File: src/logic/ssc_pkg.sv
// ssc_pkg: register map, field positions and helpers for the serial clock and buffer block
// assumes a 32-bit apb slave, one aligned word per register, byte address = index * 4
package ssc_pkg;
    // register indices and byte addresses
    localparam logic [7:0]  RX_BUF_IDX   = 8'h2b;
    localparam logic [7:0]  TX_BUF_IDX   = RX_BUF_IDX;
    localparam logic [7:0]  CTRL_IDX     = 8'h31;
    localparam logic [7:0]  STAT_IDX     = 8'h32;
    localparam logic [11:0] RX_BUF_ADDR  = {2'b00, RX_BUF_IDX, 2'b00};
    localparam logic [11:0] TX_BUF_ADDR  = {2'b00, TX_BUF_IDX, 2'b00};
    localparam logic [11:0] CTRL_ADDR    = {2'b00, CTRL_IDX, 2'b00};
    localparam logic [11:0] STAT_ADDR    = {2'b00, STAT_IDX, 2'b00};
    // control field positions
    localparam int          CTRL_START_BIT = 7;
    localparam int          CTRL_INH_BIT   = 6;
    localparam int          CTRL_MODE_LSB  = 4;
    localparam int          CTRL_DIR_BIT   = 3;
    localparam int          CTRL_SEL_LSB   = 0;
    // reset values
    localparam logic [7:0]  RX_RESET     = 8'h00;
    localparam logic [7:0]  IDLE_DATA    = 8'hff;
    localparam logic [2:0]  SEL_RESET    = 3'h0;
    // clock select codes and timing
    localparam logic [2:0]  SEL_FS       = 3'h0;
    localparam logic [2:0]  SEL_EXT      = 3'h7;
    localparam logic [2:0]  FS_HALF_LAST = 3'h7;   // fs/16: half period of 8 fs ticks
    localparam int          DIV_MIN_W    = 12;

    typedef enum logic [1:0] {MODE_TX, MODE_RX, MODE_TXRX, MODE_RSVD} ssc_mode_t;
    typedef enum logic [1:0] {ST_IDLE, ST_BYTE, ST_WAIT} ssc_state_t;

    // mode uses the transmit buffer
    function automatic logic has_tx(input ssc_mode_t m);
        return (m == MODE_TX) || (m == MODE_TXRX);
    endfunction
    // mode uses the receive buffer
    function automatic logic has_rx(input ssc_mode_t m);
        return (m == MODE_RX) || (m == MODE_TXRX);
    endfunction
    // bit that goes out first for the chosen order
    function automatic logic first_bit(input logic [7:0] d, input logic msb);
        return msb ? d[7] : d[0];
    endfunction
    // shift one received bit in at the far end
    function automatic logic [7:0] shift_in(input logic [7:0] d, input logic b, input logic msb);
        return msb ? {d[6:0], b} : {b, d[7:1]};
    endfunction
endpackage

File: src/logic/ssc_shift_if.sv
// ssc_shift_if: edge events and data between the control logic and the shift engine
// assumes both ends run on the same system clock
`timescale 1ns/1ps
interface ssc_shift_if;
    logic       fall;
    logic       rise;
    logic       abort;
    logic       msb_first;
    logic       sdi;
    logic [7:0] load_data;
    logic [7:0] data;
    logic       sdo;
    logic       busy;
    logic       done;
    modport ctrl (output fall, rise, abort, msb_first, sdi, load_data,
                  input  data, sdo, busy, done);
    modport eng  (input  fall, rise, abort, msb_first, sdi, load_data,
                  output data, sdo, busy, done);
endinterface

File: src/logic/ssc_clkgen.sv
// ssc_clkgen: half-period ticks of the internal serial clock
// assumes fc is clk and fs arrives as a one-cycle fs_tick pulse
`timescale 1ns/1ps
module ssc_clkgen import ssc_pkg::*; #(
    parameter int DIV_W = 12
) (
    input  wire logic       clk,
    input  wire logic       reset_n,
    input  wire logic [2:0] clock_sel,
    input  wire logic       divider_option_bit,
    input  wire logic       slow_mode,
    input  wire logic       fs_tick,
    output logic            half_tick
);
    logic [DIV_W-1:0] div_cnt;
    logic [2:0]       fs_cnt;
    logic [DIV_W-1:0] mask;
    logic             next_half_tick;

    generate
        if (DIV_W < DIV_MIN_W) begin : g_chk
            $error("ssc_clkgen: DIV_W too small for fc/4096");
        end
    endgenerate

    // free running fc divider
    always_ff @(posedge clk) begin
        if (!reset_n) begin
            div_cnt <= '0;
        end else begin
            div_cnt <= div_cnt + 1'b1;
        end
    end

    // fs divider
    always_ff @(posedge clk) begin
        if (!reset_n) begin
            fs_cnt <= 3'h0;
        end else if (fs_tick) begin
            fs_cnt <= fs_cnt + 3'h1;
        end
    end

    always_comb begin
        mask = '0;
        case (clock_sel)
            3'h0:    mask = DIV_W'(12'h7ff);
            3'h1:    mask = DIV_W'(12'h07f);
            3'h2:    mask = DIV_W'(12'h03f);
            3'h3:    mask = DIV_W'(12'h01f);
            3'h4:    mask = DIV_W'(12'h00f);
            3'h5:    mask = DIV_W'(12'h007);
            3'h6:    mask = DIV_W'(12'h003);
            default: mask = '0;
        endcase
        if (clock_sel == SEL_FS && (slow_mode || divider_option_bit)) begin
            next_half_tick = fs_tick && (fs_cnt == FS_HALF_LAST);
        end else if (slow_mode) begin
            next_half_tick = 1'b0;   // reserved codes in slow modes
        end else begin
            next_half_tick = (div_cnt & mask) == mask;
        end
    end

    // free running ticks release a wait within half a period
    always_ff @(posedge clk) begin
        if (!reset_n) begin
            half_tick <= 1'b0;
        end else begin
            half_tick <= next_half_tick;
        end
    end
endmodule // ssc_clkgen

File: src/logic/ssc_shifter.sv
// ssc_shifter: one shared shift register, out on the leading edge, in on the trailing edge
// assumes fall and rise are single-cycle events that alternate
`timescale 1ns/1ps
module ssc_shifter import ssc_pkg::*; (
    input  wire logic clk,
    input  wire logic reset_n,
    ssc_shift_if.eng  sh
);
    logic [2:0] bit_cnt;

    // shift register, bit counter and end-of-byte pulse
    always_ff @(posedge clk) begin
        if (!reset_n || sh.abort) begin
            sh.data <= IDLE_DATA;
            sh.sdo  <= 1'b1;
            sh.busy <= 1'b0;
            sh.done <= 1'b0;
            bit_cnt <= 3'h0;
        end else begin
            sh.done <= 1'b0;
            if (sh.fall) begin
                // drive next bit on falling pin edge
                if (!sh.busy) begin
                    sh.data <= sh.load_data;
                    sh.sdo  <= first_bit(sh.load_data, sh.msb_first);
                    sh.busy <= 1'b1;
                end else begin
                    sh.sdo  <= first_bit(sh.data, sh.msb_first);
                end
            end else if (sh.rise && sh.busy) begin
                sh.data <= shift_in(sh.data, sh.sdi, sh.msb_first);
                bit_cnt <= bit_cnt + 3'h1;
                if (bit_cnt == 3'h7) begin
                    sh.busy <= 1'b0;
                    sh.done <= 1'b1;
                end
            end
        end
    end
endmodule // ssc_shifter

File: src/logic/ssc_top.sv
// ssc_top: synchronous 8-bit serial port, buffers, clock source, auto wait, bit order
// assumes an apb master on clk and a serial partner on clock and data pins
//
// Behaviour
// - receive buffer reads zero after reset
// - transmit buffer shares address, write only
// - writes dropped while transmit buffer full
// - internal codes drive clock pin out
// - internal clock pin high outside transfers
// - internal clock stops until buffers serviced
// - clock resumes within one serial period
// - codes select fc or fs divisions
// - code 111 uses external pin clock
// - transmit shifts on falling pin edge
// - receive samples on rising pin edge
// - one bit order for both directions
// - order zero sends bit7 first
// - order one sends bit0 first
// - busy flag high during transfer
// - empty flag tracks pending transmit data
//
// Chosen here: the APB slave port.
`timescale 1ns/1ps
module ssc_top import ssc_pkg::*; (
    input  wire logic        clk,
    input  wire logic        reset_n,
    input  wire logic [11:0] paddr,
    input  wire logic        psel,
    input  wire logic        penable,
    input  wire logic        pwrite,
    input  wire logic [31:0] pwdata,
    input  wire logic [3:0]  pstrb,
    output logic [31:0]      prdata,
    output logic             pready,
    output logic             pslverr,
    input  wire logic        divider_option_bit,
    input  wire logic        slow_mode,
    input  wire logic        fs_tick,
    input  wire logic        serial_clock_pin_in,
    output logic             serial_clock_pin_out,
    output logic             serial_clock_pin_oe_n,
    input  wire logic        serial_data_in,
    output logic             serial_data_out
);
    ////////////////////////////////////////////////////////////////////////////////
    // declarations
    logic       start;
    ssc_mode_t  mode;
    logic       bit_order_select;
    logic [2:0] clock_sel;
    logic [7:0] rx_buffer;
    logic [7:0] tx_buffer;
    logic       tx_empty;
    logic       rx_full;
    ssc_state_t state;
    logic       sclk_out;
    logic       sck_meta;
    logic       sck_sync;
    logic       sck_prev;
    logic       half_tick;
    logic       acc;
    logic       wr_en;
    logic       wr_tx;
    logic       wr_ctrl;
    logic       rd_rx;
    logic       inhibit;
    logic [31:0] rd_val;
    logic       rd_err;
    logic       ext_mode;
    logic       ext_fall;
    logic       ext_rise;
    logic       ready;
    logic       can_begin;
    logic       fall_ev;
    logic       rise_ev;
    logic       msb_first;
    logic       in_progress;
    logic [7:0] ctrl_byte;
    logic [7:0] stat_byte;

    ssc_shift_if sh ();

    ////////////////////////////////////////////////////////////////////////////////
    // apb decode, zero wait states
    assign acc     = psel && penable;
    assign wr_en   = acc && pwrite && pstrb[0];
    assign wr_tx   = wr_en && (paddr == TX_BUF_ADDR);
    assign wr_ctrl = wr_en && (paddr == CTRL_ADDR);
    assign rd_rx   = acc && !pwrite && (paddr == RX_BUF_ADDR);
    assign inhibit = wr_ctrl && pwdata[CTRL_INH_BIT];
    assign pready  = 1'b1;
    assign pslverr = acc && rd_err;

    // register images
    assign in_progress = (state != ST_IDLE);
    assign ctrl_byte   = {start, 1'b0, mode, bit_order_select, clock_sel};
    assign stat_byte   = {in_progress, sh.busy, tx_empty, rx_full, 4'h0};

    // read mux and unmapped detection
    always_comb begin
        rd_val = 32'h0;
        rd_err = 1'b0;
        if (paddr == RX_BUF_ADDR) begin
            // reads at the shared address return receive data
            rd_val = {24'h0, rx_buffer};
        end else if (paddr == CTRL_ADDR) begin
            rd_val = {24'h0, ctrl_byte};
        end else if (paddr == STAT_ADDR) begin
            rd_val = {24'h0, stat_byte};
        end else begin
            rd_err = 1'b1;
        end
    end

    // read data captured in the setup phase
    always_ff @(posedge clk) begin
        if (!reset_n) begin
            prdata <= 32'h0;
        end else if (psel && !penable && !pwrite) begin
            prdata <= rd_val;
        end
    end

    ////////////////////////////////////////////////////////////////////////////////
    // control register; inhibit clears start and self-clears
    always_ff @(posedge clk) begin
        if (!reset_n) begin
            start            <= 1'b0;
            mode             <= MODE_TX;
            bit_order_select <= 1'b0;
            clock_sel        <= SEL_RESET;
        end else if (wr_ctrl) begin
            start            <= pwdata[CTRL_START_BIT] && !pwdata[CTRL_INH_BIT];
            mode             <= ssc_mode_t'(pwdata[CTRL_MODE_LSB +: 2]);
            bit_order_select <= pwdata[CTRL_DIR_BIT];
            clock_sel        <= pwdata[CTRL_SEL_LSB +: 3];
        end
    end

    ////////////////////////////////////////////////////////////////////////////////
    // transmit buffer and its empty flag
    always_ff @(posedge clk) begin
        if (!reset_n || inhibit) begin
            tx_buffer <= IDLE_DATA;
            tx_empty  <= 1'b1;
        end else begin
            if (wr_tx && tx_empty) begin
                tx_buffer <= pwdata[7:0];
                tx_empty  <= 1'b0;
            end
            // empty again once moved to the shifter, set wins
            if (fall_ev && !sh.busy && has_tx(mode)) begin
                tx_empty <= 1'b1;
            end
        end
    end

    // receive buffer and its full flag
    always_ff @(posedge clk) begin
        if (!reset_n || inhibit) begin
            rx_buffer <= RX_RESET;
            rx_full   <= 1'b0;
        end else begin
            if (rd_rx) begin
                rx_full <= 1'b0;
            end
            // overrun keeps the unread byte; a byte landing as the old one is read
            // is stored, so the set wins over the read clear
            if (sh.done && has_rx(mode) && (!rx_full || rd_rx)) begin
                rx_buffer <= sh.data;
                rx_full   <= 1'b1;
            end
        end
    end

    ////////////////////////////////////////////////////////////////////////////////
    // two-stage synchroniser then edge detect
    always_ff @(posedge clk) begin
        if (!reset_n) begin
            sck_meta <= 1'b1;
            sck_sync <= 1'b1;
            sck_prev <= 1'b1;
        end else begin
            sck_meta <= serial_clock_pin_in;
            sck_sync <= sck_meta;
            sck_prev <= sck_sync;
        end
    end
    assign ext_fall = sck_prev && !sck_sync;
    assign ext_rise = !sck_prev && sck_sync;

    ssc_clkgen #(
        .DIV_W (12)
    ) u_clkgen (
        .clk                (clk),
        .reset_n            (reset_n),
        .clock_sel          (clock_sel),
        .divider_option_bit (divider_option_bit),
        .slow_mode          (slow_mode),
        .fs_tick            (fs_tick),
        .half_tick          (half_tick)
    );

    ////////////////////////////////////////////////////////////////////////////////
    // edge events for the shift engine
    assign ext_mode  = (clock_sel == SEL_EXT);
    // internal clock waits for buffer service
    assign ready     = (!has_tx(mode) || !tx_empty) && (!has_rx(mode) || !rx_full);
    assign can_begin = start && (state != ST_BYTE) && (ext_mode || ready);
    always_comb begin
        if (ext_mode) begin
            // external pin edges clock the shifter
            fall_ev = ext_fall && (sh.busy || can_begin);
            rise_ev = ext_rise && sh.busy;
        end else begin
            fall_ev = half_tick && sclk_out && (sh.busy || can_begin);
            rise_ev = half_tick && !sclk_out;
        end
    end

    // one order setting feeds both directions
    assign msb_first    = !bit_order_select;
    assign sh.msb_first = msb_first;
    assign sh.fall      = fall_ev;
    assign sh.rise      = rise_ev;
    assign sh.abort     = inhibit;
    assign sh.sdi       = serial_data_in;
    assign sh.load_data = has_tx(mode) ? tx_buffer : IDLE_DATA;

    ssc_shifter u_shifter (
        .clk     (clk),
        .reset_n (reset_n),
        .sh      (sh)
    );

    assign serial_data_out = sh.sdo;

    ////////////////////////////////////////////////////////////////////////////////
    // transfer state behind the busy flag
    always_ff @(posedge clk) begin
        if (!reset_n || inhibit) begin
            state <= ST_IDLE;
        end else begin
            case (state)
                ST_IDLE: begin
                    if (fall_ev && can_begin) begin
                        state <= ST_BYTE;
                    end
                end
                ST_BYTE: begin
                    if (sh.done) begin
                        state <= start ? ST_WAIT : ST_IDLE;
                    end
                end
                ST_WAIT: begin
                    if (!start) begin
                        state <= ST_IDLE;
                    end else if (fall_ev) begin
                        state <= ST_BYTE;
                    end
                end
                default: begin
                    state <= ST_IDLE;
                end
            endcase
        end
    end

    // internal clock idles high and toggles on ticks
    always_ff @(posedge clk) begin
        if (!reset_n || inhibit || ext_mode) begin
            sclk_out <= 1'b1;
        end else if (fall_ev) begin
            sclk_out <= 1'b0;
        end else if (rise_ev) begin
            sclk_out <= 1'b1;
        end
    end

    // drive the pin for internal codes only
    assign serial_clock_pin_out  = sclk_out;
    assign serial_clock_pin_oe_n = ext_mode;

    ////////////////////////////////////////////////////////////////////////////////
    // checks
    // full buffer ignores writes
    tx_write_drop_a: assert property (@(posedge clk) disable iff (!reset_n)
        (wr_tx && !tx_empty && !inhibit) |=> $stable(tx_buffer))
        else $error("transmit buffer changed while full");
    tx_accept_a: assert property (@(posedge clk) disable iff (!reset_n)
        (wr_tx && tx_empty && !inhibit && !(fall_ev && !sh.busy && has_tx(mode)))
        |=> (!tx_empty && tx_buffer == $past(pwdata[7:0])))
        else $error("accepted write not held in transmit buffer");
    rx_read_a: assert property (@(posedge clk) disable iff (!reset_n)
        (psel && !penable && !pwrite && paddr == RX_BUF_ADDR)
        |=> (prdata == {24'h0, $past(rx_buffer)}))
        else $error("read at buffer address not receive data");
    idle_high_a: assert property (@(posedge clk) disable iff (!reset_n)
        (!ext_mode && state == ST_IDLE) |-> serial_clock_pin_out)
        else $error("internal clock low while idle");
    ext_release_a: assert property (@(posedge clk) disable iff (!reset_n)
        (clock_sel == SEL_EXT) |-> serial_clock_pin_oe_n)
        else $error("clock pin driven in external mode");
    wait_hold_a: assert property (@(posedge clk) disable iff (!reset_n)
        (!ext_mode && state == ST_WAIT && !ready && sclk_out && !wr_ctrl)
        |=> serial_clock_pin_out)
        else $error("clock ran during automatic wait");
    msb_first_a: assert property (@(posedge clk) disable iff (!reset_n)
        (fall_ev && !sh.busy && msb_first && !inhibit)
        |=> (serial_data_out == $past(sh.load_data[7])))
        else $error("first bit is not bit7");
    lsb_first_a: assert property (@(posedge clk) disable iff (!reset_n)
        (fall_ev && !sh.busy && !msb_first && !inhibit)
        |=> (serial_data_out == $past(sh.load_data[0])))
        else $error("first bit is not bit0");
    // busy flag rises with first edge
    busy_flag_a: assert property (@(posedge clk) disable iff (!reset_n)
        (state == ST_IDLE && fall_ev && can_begin && !inhibit) |=> stat_byte[7] ##1 1'b1)
        else $error("transfer flag not set at first edge");
    // data out changes only after a falling edge
    shift_edge_a: assert property (@(posedge clk) disable iff (!reset_n)
        (!fall_ev && !inhibit) |=> $stable(serial_data_out))
        else $error("data out changed without falling edge");
    sample_rise_a: assert property (@(posedge clk) disable iff (!reset_n)
        (rise_ev && sh.busy && msb_first && !inhibit) |=> (sh.data[0] == $past(serial_data_in)))
        else $error("receive bit not sampled on rising edge");
endmodule // ssc_top

File: config.mk
export PLATFORM = sky130hd
export DESIGN_NAME = ssc_top
export DESIGN_NICKNAME = d
export VERILOG_FILES = /design/src/logic/ssc_pkg.sv /design/src/logic/ssc_shift_if.sv /design/src/logic/ssc_clkgen.sv /design/src/logic/ssc_shifter.sv /design/src/logic/ssc_top.sv
export SDC_FILE = /design/constraint.sdc
export NUM_CORES = 1
export LEC_CHECK = 0
export ABC_CLOCK_PERIOD_IN_PS = 5400
export BUFFER_PORTS_ARGS = -buffer_cell sky130_fd_sc_hd__buf_2
export CAP_MARGIN = 5
export CORE_MARGIN = 10
export CORE_UTILIZATION = 36
export CTS_BUF_LIST = sky130_fd_sc_hd__clkbuf_16
export DETAILED_ROUTE_END_ITERATION = 8
export MAX_ROUTING_LAYER = met4
export PLACE_DENSITY_LB_ADDON = 0.08
export SLEW_MARGIN = 25
export SYNTH_ARGS = -nofsm -noshare
export SYNTH_HDL_FRONTEND = slang
export SYNTH_SLANG_ARGS = --single-unit
File: constraint.sdc
create_clock -name clk -period 5.4 [get_ports clk]
set_input_delay 0.54 -clock clk [delete_from_list [all_inputs] [get_ports clk]]
set_output_delay 0.54 -clock clk [all_outputs]
set_load 0.02 [all_outputs]
# After elaboration in Yosys (flattened, before gate mapping)
# Index checks and enable logic that the tools add are counted.
[totals]
reg_bits = 93
latch_bits = 0
ram_bits = 0
romBits = 0
inputBits = 58
output_inout_bits = 37
wordCells = 150
mem_count = 0
[op_classes]
n_addsub = 3
n_mul = 0
div = 0
magnitude_cmp = 0
n_eq_ne = 22
shifts = 0
muxes = 33
bitwise = 3
reduce_logical = 67
[op_table]
columns = ["operator", "count"]
rows = [
  ["11-bit case mux with 7 select lines", 1],
  ["8-bit 2-to-1 mux", 8],
  ["12-bit by 8-bit equality test with 1-bit output, second input constant", 3],
  ["1-bit logical AND", 31],
  ["3-bit equality test, second input constant", 6],
  ["1-bit 2-to-1 mux", 18],
  ["12-bit by 1-bit adder with 12-bit output, second input constant", 1],
  ["12-bit by 11-bit bitwise AND with 12-bit output", 1],
  ["12-bit by 11-bit equality test with 1-bit output", 1],
  ["1-bit zero test", 12],
  ["1-bit logical OR", 10],
  ["2-bit 2-to-1 mux", 5],
  ["2-bit nonzero test", 5],
  ["3-bit by 1-bit adder with 3-bit output, second input constant", 2],
  ["3-bit by 2-bit equality test with 1-bit output, second input constant", 2],
  ["2-bit case mux with 3 select lines", 1],
  ["2-bit AND reduction", 3],
  ["2-bit by 1-bit equality test with 1-bit output, second input constant", 2],
  ["2-bit equality test, second input constant", 2],
  ["2-bit zero test", 2],
  ["2-bit by 1-bit != test with 1-bit output, second input constant", 2],
  ["2-bit != test, second input constant", 2],
  ["3-bit by 1-bit equality test with 1-bit output, second input constant", 1],
  ["3-bit zero test", 1],
  ["other kinds (5)", 6],
]

# Logic depth before layout (Yosys ltp)
# Gate-level depths: netlist of the first run.
[depth]
ltp_word = 13
depth_mapped = 9

# Modules after synthesis
# Synthesis of the first run repeated with hierarchy kept, for this count alone.
[unflattened]
hier_cells = 385
area_unflattened_um2 = 3507.1
[modules_own_cells]
columns = ["module", "instances", "cells_per_inst", "area_per_inst_um2", "seq_area_each_um2"]
rows = [
  ["ssc_top", 1, 239, 2118.3, 780.7],
  ["ssc_clkgen", 1, 75, 705.7, 300.3],
  ["ssc_shifter", 1, 71, 683.2, 280.3],
]

# Least setup slack after synthesis of the first run
# Ideal clock, no wire load.
[synth_path]
kind = "input port to output port"
start = "input paddr[2]"
end = "output pslverr"
t_arrival_ns = 1.735
t_required_ns = 4.860
path_slack_ns = 3.125
cell_stages = 4
n_path_buf = 1
cell_sequence = "and3b_1 and4_1 buf_2 nor4_1"
[synth_via]
elab_chain_len = 5
elab_cells_between_ends = 7
classes_between = "eq/ne: 3; mux: 3; reduce/logical: 1"
[synth_rtl]
columns = ["item", "line_no", "rtl"]
rows = [
  ["start, declared", "ssc_top.sv:27", "input wire logic [11:0] paddr,"],
  ["12-bit by 8-bit equality test with 1-bit output", "ssc_top.sv:108", "end else if (paddr == STAT_ADDR) begin"],
  ["1-bit 2-to-1 mux", "ssc_top.sv:108", ""],
  ["1-bit 2-to-1 mux", "ssc_top.sv:106", "end else if (paddr == CTRL_ADDR) begin"],
  ["1-bit 2-to-1 mux (*)", "ssc_top.sv:103", "if (paddr == RX_BUF_ADDR) begin"],
  ["1-bit logical AND (*)", "ssc_top.sv:92", "assign pslverr = acc && rd_err;"],
  ["end, declared", "ssc_top.sv:35", "output logic pslverr,"],
]
# Every way passes the cells marked *; elsewhere a longest branch is shown, timed or not.

# Final worst setup path of the first run
[layout_path]
start = "input paddr[9]"
end = "output pslverr"
# The elaborated chain is that of the path after synthesis.

==> out/qor.txt, run 1 <==
Number of setup buffers added after CTS: 0
Critical path required time: 4.86 ns
Die Height: 117 microns
Power density of the placed cells: 305 nW/um^2
Number of maximum-capacitance violations: 0
Total power: 1.20 mW
Post-layout nets: 468
Clock tree from TritonCTS: yes
Post-Syn Area: 3400 sq um
RSZ-0062 raised after global routing: no
Antenna violations before repair: 0
Final worst-path cycle share: 49.3%
Transition at the pin with the smallest max-transition slack: 0.966 ns
Met2 demand-to-capacity share in global routing: 17.8%
Fraction of the yosys area taken by sequential cells: 40.0%
Routed vias: 2702
Startpoint type of the worst setup path: input pin
Number of hold-repair buffers added at the cts stage: 0
Kind of critical path: in -> out
Mean Syn Cell Area: 9.25 sq um
Startpoint of the lowest-slack register-to-register path: mode[1]
Global-route wire length before repair: 13.3 mm
Cells after synthesis: 368
Aggregate global-route resource usage: 12.8%
Effective utilization at floorplan: 36.8%
Primary flip-flop cell chosen by synthesis mapping: sky130_fd_sc_hd__dfxtp_1
Hold Crit Depth: 2
DRC violations left: 0
Leakage power: 1.71 nW
Reg2Reg Depth: 7
Final critical-path required period: 2.66 ns
Max-slew headroom at the worst pin: 35.3%
Most crowded layer after global routing: met2
Worst-Skew Late Latency: 0.33 ns
Hold Path Sink: sck_meta
Number of rows in the core area: 35
Placeable core region: 9240 sq um
Path category of the worst min-delay check: in -> reg
Status: completed
I/O pin total: 95
CTS clk-pin slew, worst paths: 0.06 ns
Die area: 13700 sq um
Fraction of synthesis flops using an asynchronous set or reset pin: 0%
H-tree lvl count: 3
Met1 layer usage reported by global route: 17.4%
Met3 global-route usage: 3.98%
Number of global-route vias before repair: 2489
Placed Cells: 521
Setup Skew: 0.00669 ns
Total number of clock tree sinks: 68
Number of I/O port buffers: 42
Buffer cell driving the clock tree root: sky130_fd_sc_hd__clkbuf_16
Share of total power in combinational logic: 5.1%
Detail-routed net length per standard cell: 15.9 microns
Area share of the leading cell type in the synthesized netlist: 40.0%
Crit Reg-Reg Endpoint: state[0]
Share of total power consumed by net switching: 22.2%
TritonCTS Buffers: 9
VDD IR-drop max: 0.182 mV
Number of different library cells in the post-synthesis netlist: 53
Commonest cells in the synthesized netlist: sky130_fd_sc_hd__dfxtp_1, sky130_fd_sc_hd__nand2_1, sky130_fd_sc_hd__buf_4, sky130_fd_sc_hd__mux2i_1
Post-layout instance count excluding filler cells: 536
Total setup violations reported at the end of the flow: 0
HPWL after DPL: 6.14 mm
Leading post-synthesis cells by cell area: sky130_fd_sc_hd__dfxtp_1, sky130_fd_sc_hd__mux2i_1, sky130_fd_sc_hd__buf_4
Number of detailed-routing iterations run before antenna repair: 4
Slack of the worst reg-to-reg path: 3.07 ns
Worst Min Path Start: serial_clock_pin_in
Number of DRC markers in iteration 0: 113
Cell accounting for the most synthesized area: sky130_fd_sc_hd__dfxtp_1
Layout Utilization: 42.5%
Residual overflow from global routing: 0
Most repeated cell in the gate-level netlist after synthesis: sky130_fd_sc_hd__dfxtp_1
Worst Path Arrival: 2.12 ns
Post-synth EDFFs: 0
Total Routed Length: 8.52 mm
Internal power component: 0.931 mW
Yosys reg bits: 68
Critical Path Sink Type: output pin
CP Max Fanout: 5
Fraction of final layout cells with drive strength greater than 1: 19.2%
Longest Clk Path Bufs: 2
Quantity of gates resized following cts: 0
Clock network power share: 52.1%
Mean number of vias per cell: 5.04
Total Neg Setup Slack: 0 ns
Area grow syn2layout: 15.3%
Seq pwr share: 42.7%
Post-detailed-route count of antenna-violating nets: 0
Largest net degree at the start of global routing: 36
Synth warnings: 0
Achievable clock frequency: 375 MHz
Ant diodes: 0
Switching power of the nets: 0.266 mW
Pins over their slew limit: 0
Placer's final routability congestion estimate: 0.782
Die outline width: 117 microns
Final Hold Viols: 0
==> metal layers <==
| metal | vias up | wire length, microns |
|---|---|---|
| li1 | 1344 | - |
| met1 | 1258 | 4290 |
| met2 | 89 | 3360 |
| met3 | 11 | 784 |
| met4 | 0 | 88 |
| met5 | - | 0 |
==> critical path, stage by stage <==
cell	delay (ns)
sky130_fd_sc_hd__buf_2	0.10
sky130_fd_sc_hd__nor4_1	0.47
sky130_fd_sc_hd__nand3_1	0.15
sky130_fd_sc_hd__nor4b_2	0.58
sky130_fd_sc_hd__nor4_1	0.10
sky130_fd_sc_hd__buf_2	0.19
==> logic make-up (layout without fill, tap and decap cells) <==
kind of cell             after synthesis  count (layout)  synth area share (%)
XOR/XNOR                               8               8                  2.06
adder cells (fa/ha/maj)                7               7                  2.57
AND/OR/NAND/NOR                      119             119                  19.7
flip-flops                            68              68                  40.0
other                                  2              25                 0.221
multiplexers                          30              30                  9.26
buffers and inverters                 50              66                  8.90
AO/OA/AOI/OAI                         84              84                  17.3
==> worst max-delay path by stage <==
stage	from	to	slack, ns	cells after the start
2_1_floorplan	paddr[2]	pslverr	3.13	4
5_1_grt	paddr[9]	pslverr	2.49	6
6_report	paddr[9]	pslverr	2.74	6
4_1_cts	paddr[9]	pslverr	2.75	6
3_3_place_gp	paddr[9]	state[1]	2.61	7
3_5_place_dp	paddr[9]	state[1]	2.55	7
==> state kept, by name, summed over array words and instances (netlist names), 2 cells and up <==
| name | count |
|---|---|
| u_shifter.bit_cnt | 3 |
| clock_sel | 3 |
| state | 2 |
| u_shifter.sh.data | 8 |
| mode | 2 |
| tx_buffer | 8 |
| u_clkgen.div_cnt | 11 |
| prdata | 8 |
| u_clkgen.fs_cnt | 3 |
| rx_buffer | 8 |
==> metrics by stage <==
stage	setup WS [ns]	hold slack [ns]	area [sq um]
floorplan	3.13	0.386	3490
global placement	2.61	0.397	3610
detailed placement	2.55	0.397	3610
CTS	2.75	0.389	3920
global route	2.49	0.383	3920
finish	2.74	0.394	3920
==> cell usage in the layout (no fill, tap or decap), types with 6 or more instances in the layout <==
cell type,netlist,final
sky130_fd_sc_hd__a21boi_0,11,11
sky130_fd_sc_hd__a21oi_1,12,12
sky130_fd_sc_hd__and2_1,8,8
sky130_fd_sc_hd__and3_1,11,11
sky130_fd_sc_hd__buf_2,8,42
sky130_fd_sc_hd__clkbuf_16,0,9
sky130_fd_sc_hd__conb_1,2,25
sky130_fd_sc_hd__dfxtp_1,68,68
sky130_fd_sc_hd__ha_1,7,7
sky130_fd_sc_hd__inv_1,6,6
sky130_fd_sc_hd__mux2_2,8,8
sky130_fd_sc_hd__mux2i_1,21,21
sky130_fd_sc_hd__nand2_1,29,29
sky130_fd_sc_hd__nand2b_1,7,7
sky130_fd_sc_hd__nand3_1,14,14
sky130_fd_sc_hd__nor2_1,14,14
sky130_fd_sc_hd__nor2b_1,11,11
sky130_fd_sc_hd__o211ai_1,11,11
sky130_fd_sc_hd__o21a_1,10,10
sky130_fd_sc_hd__o21ai_0,11,11
sky130_fd_sc_hd__o22ai_1,9,9
==> final cells by class <==
class,instances,area [sq um]
well taps,129,161
repair buffers,45,233
fillers,944,5320
inverters,6,22.5
flip-flops and latches,68,1360
clock buffers,9,225
clock inverters,6,90.1
multi-input cells,273,1830
==> power by group through the flow <==
stage / logic [mW] / clock network (mW) / registers (mW)
global route: 0.0678 / 0.661 / 0.512
finish: 0.0615 / 0.624 / 0.512
detailed placement: 0.0613 / 0 / 0.523
floorplan: 0.0503 / 0 / 0.524
CTS: 0.0616 / 0.635 / 0.512
global placement: 0.0610 / 0 / 0.523
(Power assumes the default switching activity.)
==> inputs of run 2 (changes only) <==
--- a/config.mk
+++ b/config.mk
@@ -5,7 +5,7 @@
 export SDC_FILE = /design/constraint.sdc
 export NUM_CORES = 1
 export LEC_CHECK = 0
-export ABC_CLOCK_PERIOD_IN_PS = 5400
+export ABC_CLOCK_PERIOD_IN_PS = 2100
 export BUFFER_PORTS_ARGS = -buffer_cell sky130_fd_sc_hd__buf_2
 export CAP_MARGIN = 5
 export CORE_MARGIN = 10
==> constraint.sdc (replaced) <==
create_clock -name clk -period 2.1 [get_ports clk]
set_input_delay 0.21 -clock clk [delete_from_list [all_inputs] [get_ports clk]]
set_output_delay 0.21 -clock clk [all_outputs]
set_load 0.02 [all_outputs]
==> run 2 against run 1 <==
Against the previous run:
- hold slack got worse by 0.34 ns
- wire length increased by 1.9%
- first-iteration DRC count increased by 8.0%
- cell area increased by 2.6%
- highest routed layer unchanged
- die area unchanged
- combinational power increased to 2.7 times the previous value
- non-clock buffer count increased by 16
- cell count increased by 3.2%
- setup slack got worse by 2.6 ns
- via count increased by 0.37%
==> out/qor.txt, run 2 (synthesized netlist as in run 1, its figures left out) <==
Status: completed
Longest Clk Path Bufs: 2
Number of DRC markers in iteration 0: 122
Worst-Skew Late Latency: 0.33 ns
Area grow syn2layout: 18.3%
Number of detailed-routing iterations run before antenna repair: 4
Final critical-path required period: 1.92 ns
Share of total power consumed by net switching: 23.4%
DRC violations left: 0
RSZ-0062 raised after global routing: no
Register with the highest flop count: u_clkgen.div_cnt
Slowest Stage Delay on Critical Path: 0.52 ns
Number of hold-repair buffers added at the cts stage: 0
CP Max Fanout: 8
Number of rows in the core area: 35
Detail-routed net length per standard cell: 15.7 microns
Total Routed Length: 8.68 mm
Master of the slowest instance on the critical path: sky130_fd_sc_hd__or4_1
HPWL after DPL: 6.40 mm
Slack of the worst reg-to-reg path: 0.18 ns
Power density of the placed cells: 737 nW/um^2
Leakage power: 1.79 nW
CTS clk-pin slew, worst paths: 0.06 ns
Total Neg Setup Slack: 0 ns
Final-layout fill cell count: 940
Global-route wire length before repair: 13.9 mm
Routed vias: 2712
Critical path required time: 2.30 ns
Post-detailed-route count of antenna-violating nets: 0
Hold Path Sink: sck_meta
Switching power of the nets: 0.693 mW
Antenna violations before repair: 0
TritonCTS Buffers: 9
Worst Min Path Start: serial_clock_pin_in
Die area: 13700 sq um
Setup Skew: 0.00348 ns
Crit Reg-Reg Endpoint: u_shifter.sh.data[1]
Total number of clock tree sinks: 68
Transition at the pin with the smallest max-transition slack: 0.621 ns
Post-Place Setup Slack: 0.0604 ns
Share of total power in combinational logic: 5.5%
Leading cell type in the layout, fill and taps excluded: sky130_fd_sc_hd__dfxtp_1
Max-slew headroom at the worst pin: 58.5%
Flip-flop count of the largest register after layout: 11
Critical Path Sink Type: flop
Clock network power share: 50.2%
Effective utilization at floorplan: 36.8%
Die Height: 117 microns
Number of I/O port buffers: 42
Aggregate global-route resource usage: 13.3%
Seq pwr share: 44.3%
Clock tree from TritonCTS: yes
Number of setup buffers added after CTS: 0
Total setup violations reported at the end of the flow: 0
Pins over their slew limit: 0
Final worst-path cycle share: 91.6%
Largest net degree at the start of global routing: 33
Reg2Reg Depth: 6
Final Hold Viols: 0
Ant diodes: 0
Post-layout nets: 484
Number of global-route vias before repair: 2576
Startpoint of the lowest-slack register-to-register path: clock_sel[0]
Placer's final routability congestion estimate: 0.815
Layout Utilization: 43.6%
Worst-path cell chain: nand3_4 > mux2_4 > or4_1 > buf_4 > o22ai_1 > o211ai_1
Startpoint type of the worst setup path: flop
Path category of the worst min-delay check: in -> reg
Buffer cell driving the clock tree root: sky130_fd_sc_hd__clkbuf_16
Internal power component: 2.27 mW
Highest-count cells in the layout ignoring fill and taps: sky130_fd_sc_hd__dfxtp_1, sky130_fd_sc_hd__buf_2, sky130_fd_sc_hd__nand2_1
Placeable core region: 9240 sq um
Worst Path Arrival: 2.12 ns
I/O pin total: 95
Die outline width: 117 microns
Kind of critical path: reg -> reg
Mean number of vias per cell: 4.90
H-tree lvl count: 3
Fraction of final layout cells with drive strength greater than 1: 22.2%
Hold Crit Depth: 2
Achievable clock frequency: 520 MHz
Residual overflow from global routing: 0
Final WS setup: 0.177 ns
Number of maximum-capacitance violations: 0
VDD IR-drop max: 0.487 mV
## run 2: final cells by class
| type | count | area, sq um | area share [%] |
|---|---|---|---|
| Sequential cell | 68 | 1360 | 33.8 |
| Clock inverter | 7 | 67.6 | 1.68 |
| Timing Repair Buffer | 61 | 353 | 8.76 |
| Tap cell | 129 | 161 | 4.01 |
| Inverter | 6 | 22.5 | 0.559 |
| Clock buffer | 9 | 225 | 5.59 |
| Multi-Input combinational cell | 273 | 1830 | 45.6 |
## run 2: how the worst max path moves through the flow
stage               cells after the start  slack, ns                    to          from
finish                                  6       0.18  u_shifter.sh.data[1]  clock_sel[0]
global route                            8       0.03  u_shifter.sh.data[7]       mode[1]
floorplan                               6       0.24  u_shifter.sh.data[1]  clock_sel[1]
CTS                                     8       0.05  u_shifter.sh.data[1]       mode[1]
global placement                        8       0.08  u_shifter.sh.data[7]       mode[1]
detailed placement                      6       0.06             prdata[7]      paddr[9]
## run 2: worst max-delay path, delay by kind of cell, from the launching register on
| kind | cells | cell delay, ns |
|---|---|---|
| AOI/OAI and AO/OA | 2 | 0.26 |
| buffers and inverters | 1 | 0.19 |
| DFF | 1 | 0.37 |
| muxes | 1 | 0.33 |
| and+or+nand+nor | 2 | 0.66 |
## run 2: power groups by stage
stage	combinational [mW]	sequential [mW]	clock (mW)
4_1_cts	0.161	1.32	1.53
2_1_floorplan	0.129	1.35	0
5_1_grt	0.180	1.32	1.59
3_3_place_gp	0.159	1.34	0
6_report	0.163	1.32	1.49
3_5_place_dp	0.160	1.34	0
## run 2: what timing repair did
item / 4_1_cts / 5_1_grt
hold endpoints to repair: 0 / 0
gates resized for setup: 0 / 3
setup endpoints to repair: 0 / 10
## run 2: per-stage QoR
step	cell area [sq um]	hold slack [ns]	power [mW]	cells
after floorplan	3490	0.283	1.48	391
after global placement	3720	0.390	1.50	537
after detailed placement	3720	0.394	1.50	537
after CTS	4020	0.0470	3.00	553
after global routing	4030	0.0553	3.08	553
final	4030	0.0578	2.97	553
## run 2: layer usage
layer  up-vias  share of wire [%]  track usage, %  routed length (microns)
met5         -                  0               -                        0
met4         0                1.0            4.45                       90
met3         8                8.1            3.67                      705
met2        86                 40            18.3                     3500
met1      1239                 51            18.3                     4390
li1       1379                  -               -                        -
==> inputs of run 3 (changes only) <==
--- a/config.mk
+++ b/config.mk
@@ -14,6 +14,7 @@
 export DETAILED_ROUTE_END_ITERATION = 8
 export MAX_ROUTING_LAYER = met4
 export PLACE_DENSITY_LB_ADDON = 0.08
+export RECOVER_POWER = 25
 export SLEW_MARGIN = 25
 export SYNTH_ARGS = -nofsm -noshare
 export SYNTH_HDL_FRONTEND = slang
==> run 3 against run 2 <==
Against the previous run:
- cell count stayed put
- clock skew hardly changed
- register-to-register slack about the same
- non-clock buffer count stayed put
- maximum frequency rose by 0.24%
- first-iteration DRC count down 3.3%
- core utilization shrank 0.19 points
- via count about the same
- critical path type unchanged
==> out/qor.txt, run 3 (synthesized netlist as in run 1, its figures left out) <==
CP Max Fanout: 8
Placement Cell Area: 3720 sq um
Total setup violations reported at the end of the flow: 0
Setup Skew: 0.00393 ns
Worst Path Arrival: 2.12 ns
Number of DRC markers in iteration 0: 118
Transition at the pin with the smallest max-transition slack: 1.21 ns
Final-layout fill cell count: 945
Quantity of gates resized following cts: 0
Placeable core region: 9240 sq um
Number of I/O port buffers: 42
Hold Crit Depth: 2
CTS clk-pin slew, worst paths: 0.06 ns
Slowest Stage Delay on Critical Path: 0.52 ns
Effective utilization at floorplan: 36.8%
DRC violations left: 0
Die Height: 117 microns
Buffers and inverters on the worst path: 1
Levels on crit path: 6
HPWL after DPL: 6.40 mm
Hold Path Sink: sck_meta
Die outline width: 117 microns
Top delay family on crit path: simple AND/OR/NAND/NOR gates
Register with the highest flop count: u_clkgen.div_cnt
Number of rows in the core area: 35
Antenna violations before repair: 0
Ant diodes: 0
Number of maximum-capacitance violations: 0
Post-detailed-route count of antenna-violating nets: 0
Detail-routed net length per standard cell: 15.7 microns
Crit Reg-Reg Endpoint: u_shifter.sh.data[2]
Worst-Skew Late Latency: 0.33 ns
Achievable clock frequency: 521 MHz
Number of global-route vias before repair: 2576
Number of detailed-routing iterations run before antenna repair: 4
Power density of the placed cells: 740 nW/um^2
Clock tree from TritonCTS: yes
Total number of clock tree sinks: 68
Placed Cells: 537
Startpoint of the lowest-slack register-to-register path: clock_sel[0]
Aggregate global-route resource usage: 13.3%
Mean number of vias per cell: 4.90
Master of the slowest instance on the critical path: sky130_fd_sc_hd__or4_1
RSZ-0062 raised after global routing: no
Post-Place Setup Slack: 0.0604 ns
Worst Hold Margin: 0.0567 ns
Leakage power: 1.74 nW
Number of setup buffers added after CTS: 0
Flip-flop count of the largest register after layout: 11
Final WS setup: 0.182 ns
Routed vias: 2711
Max-slew headroom at the worst pin: 19.3%
TritonCTS Buffers: 9
Critical Path Sink Type: flop
Placer's final routability congestion estimate: 0.815
Startpoint type of the worst setup path: flop
Pins over their slew limit: 0
Worst Min Path Start: serial_clock_pin_in
Path category of the worst min-delay check: in -> reg
VDD IR-drop max: 0.488 mV
Total Routed Length: 8.68 mm
Final Hold Viols: 0
H-tree lvl count: 3
Buffer cell driving the clock tree root: sky130_fd_sc_hd__clkbuf_16
Slack of the worst reg-to-reg path: 0.18 ns
Leading cell type in the layout, fill and taps excluded: sky130_fd_sc_hd__dfxtp_1
Number of hold-repair buffers added at the cts stage: 0
Final Cell Area: 4010 sq um
Die area: 13700 sq um
Critical path required time: 2.30 ns
Area grow syn2layout: 17.8%
Final worst-path cycle share: 91.4%
Final critical-path required period: 1.92 ns
Status: completed
Residual overflow from global routing: 0
Kind of critical path: reg -> reg
I/O pin total: 95
Post-layout nets: 484
Post-layout instance count excluding filler cells: 553
Highest-count cells in the layout ignoring fill and taps: sky130_fd_sc_hd__dfxtp_1, sky130_fd_sc_hd__buf_2, sky130_fd_sc_hd__nand2_1
Total Neg Setup Slack: 0 ns
Worst-path cell chain: nand3_4 > mux2_4 > or4_1 > buf_4 > o22ai_1 > o211ai_1
Global-route wire length before repair: 13.9 mm
Reg2Reg Depth: 6
Fraction of final layout cells with drive strength greater than 1: 19.3%
Longest Clk Path Bufs: 2
Largest net degree at the start of global routing: 33
run 3: layout make-up:
class / instances / area [sq um] / area share [%]
sequential: 68 / 1360 / 34.0
clock buffer: 9 / 225 / 5.62
timing repair buffer: 61 / 335 / 8.36
inverter: 6 / 22.5 / 0.562
clock inverter: 7 / 67.6 / 1.69
multi-input combinational: 273 / 1830 / 45.8
tap: 129 / 161 / 4.03
run 3: per-stage QoR:
step                util (%)  power [mW]
floorplan                  -        1.48
global placement        40.3        1.50
detailed placement      40.3        1.50
CTS                     43.5        3.00
global route            43.4        3.08
finish                  43.4        2.96
run 3: per-layer routing:
layer	share of wire, %	track usage, %	vias to the layer above
li1	-	-	1377
met1	50	18.3	1242
met2	40	18.3	84
met3	8.3	3.67	8
met4	1.0	4.45	0
met5	0	-	-
run 3: worst max path at each step:
stage	startpoint	slack (ns)	endpoint
floorplan	clock_sel[1]	0.24	u_shifter.sh.data[1]
global placement	mode[1]	0.08	u_shifter.sh.data[7]
detailed placement	paddr[9]	0.06	prdata[7]
CTS	mode[1]	0.05	u_shifter.sh.data[1]
global route	mode[1]	0.03	u_shifter.sh.data[7]
finish	clock_sel[0]	0.18	u_shifter.sh.data[2]
run 3: where the power goes:
| group | internal (mW) | total [mW] | switching [mW] |
|---|---|---|---|
| Sequential | 1.31 | 1.32 | 0.00964 |
| Clock | 0.914 | 1.49 | 0.575 |
| Combinational | 0.0521 | 0.160 | 0.108 |
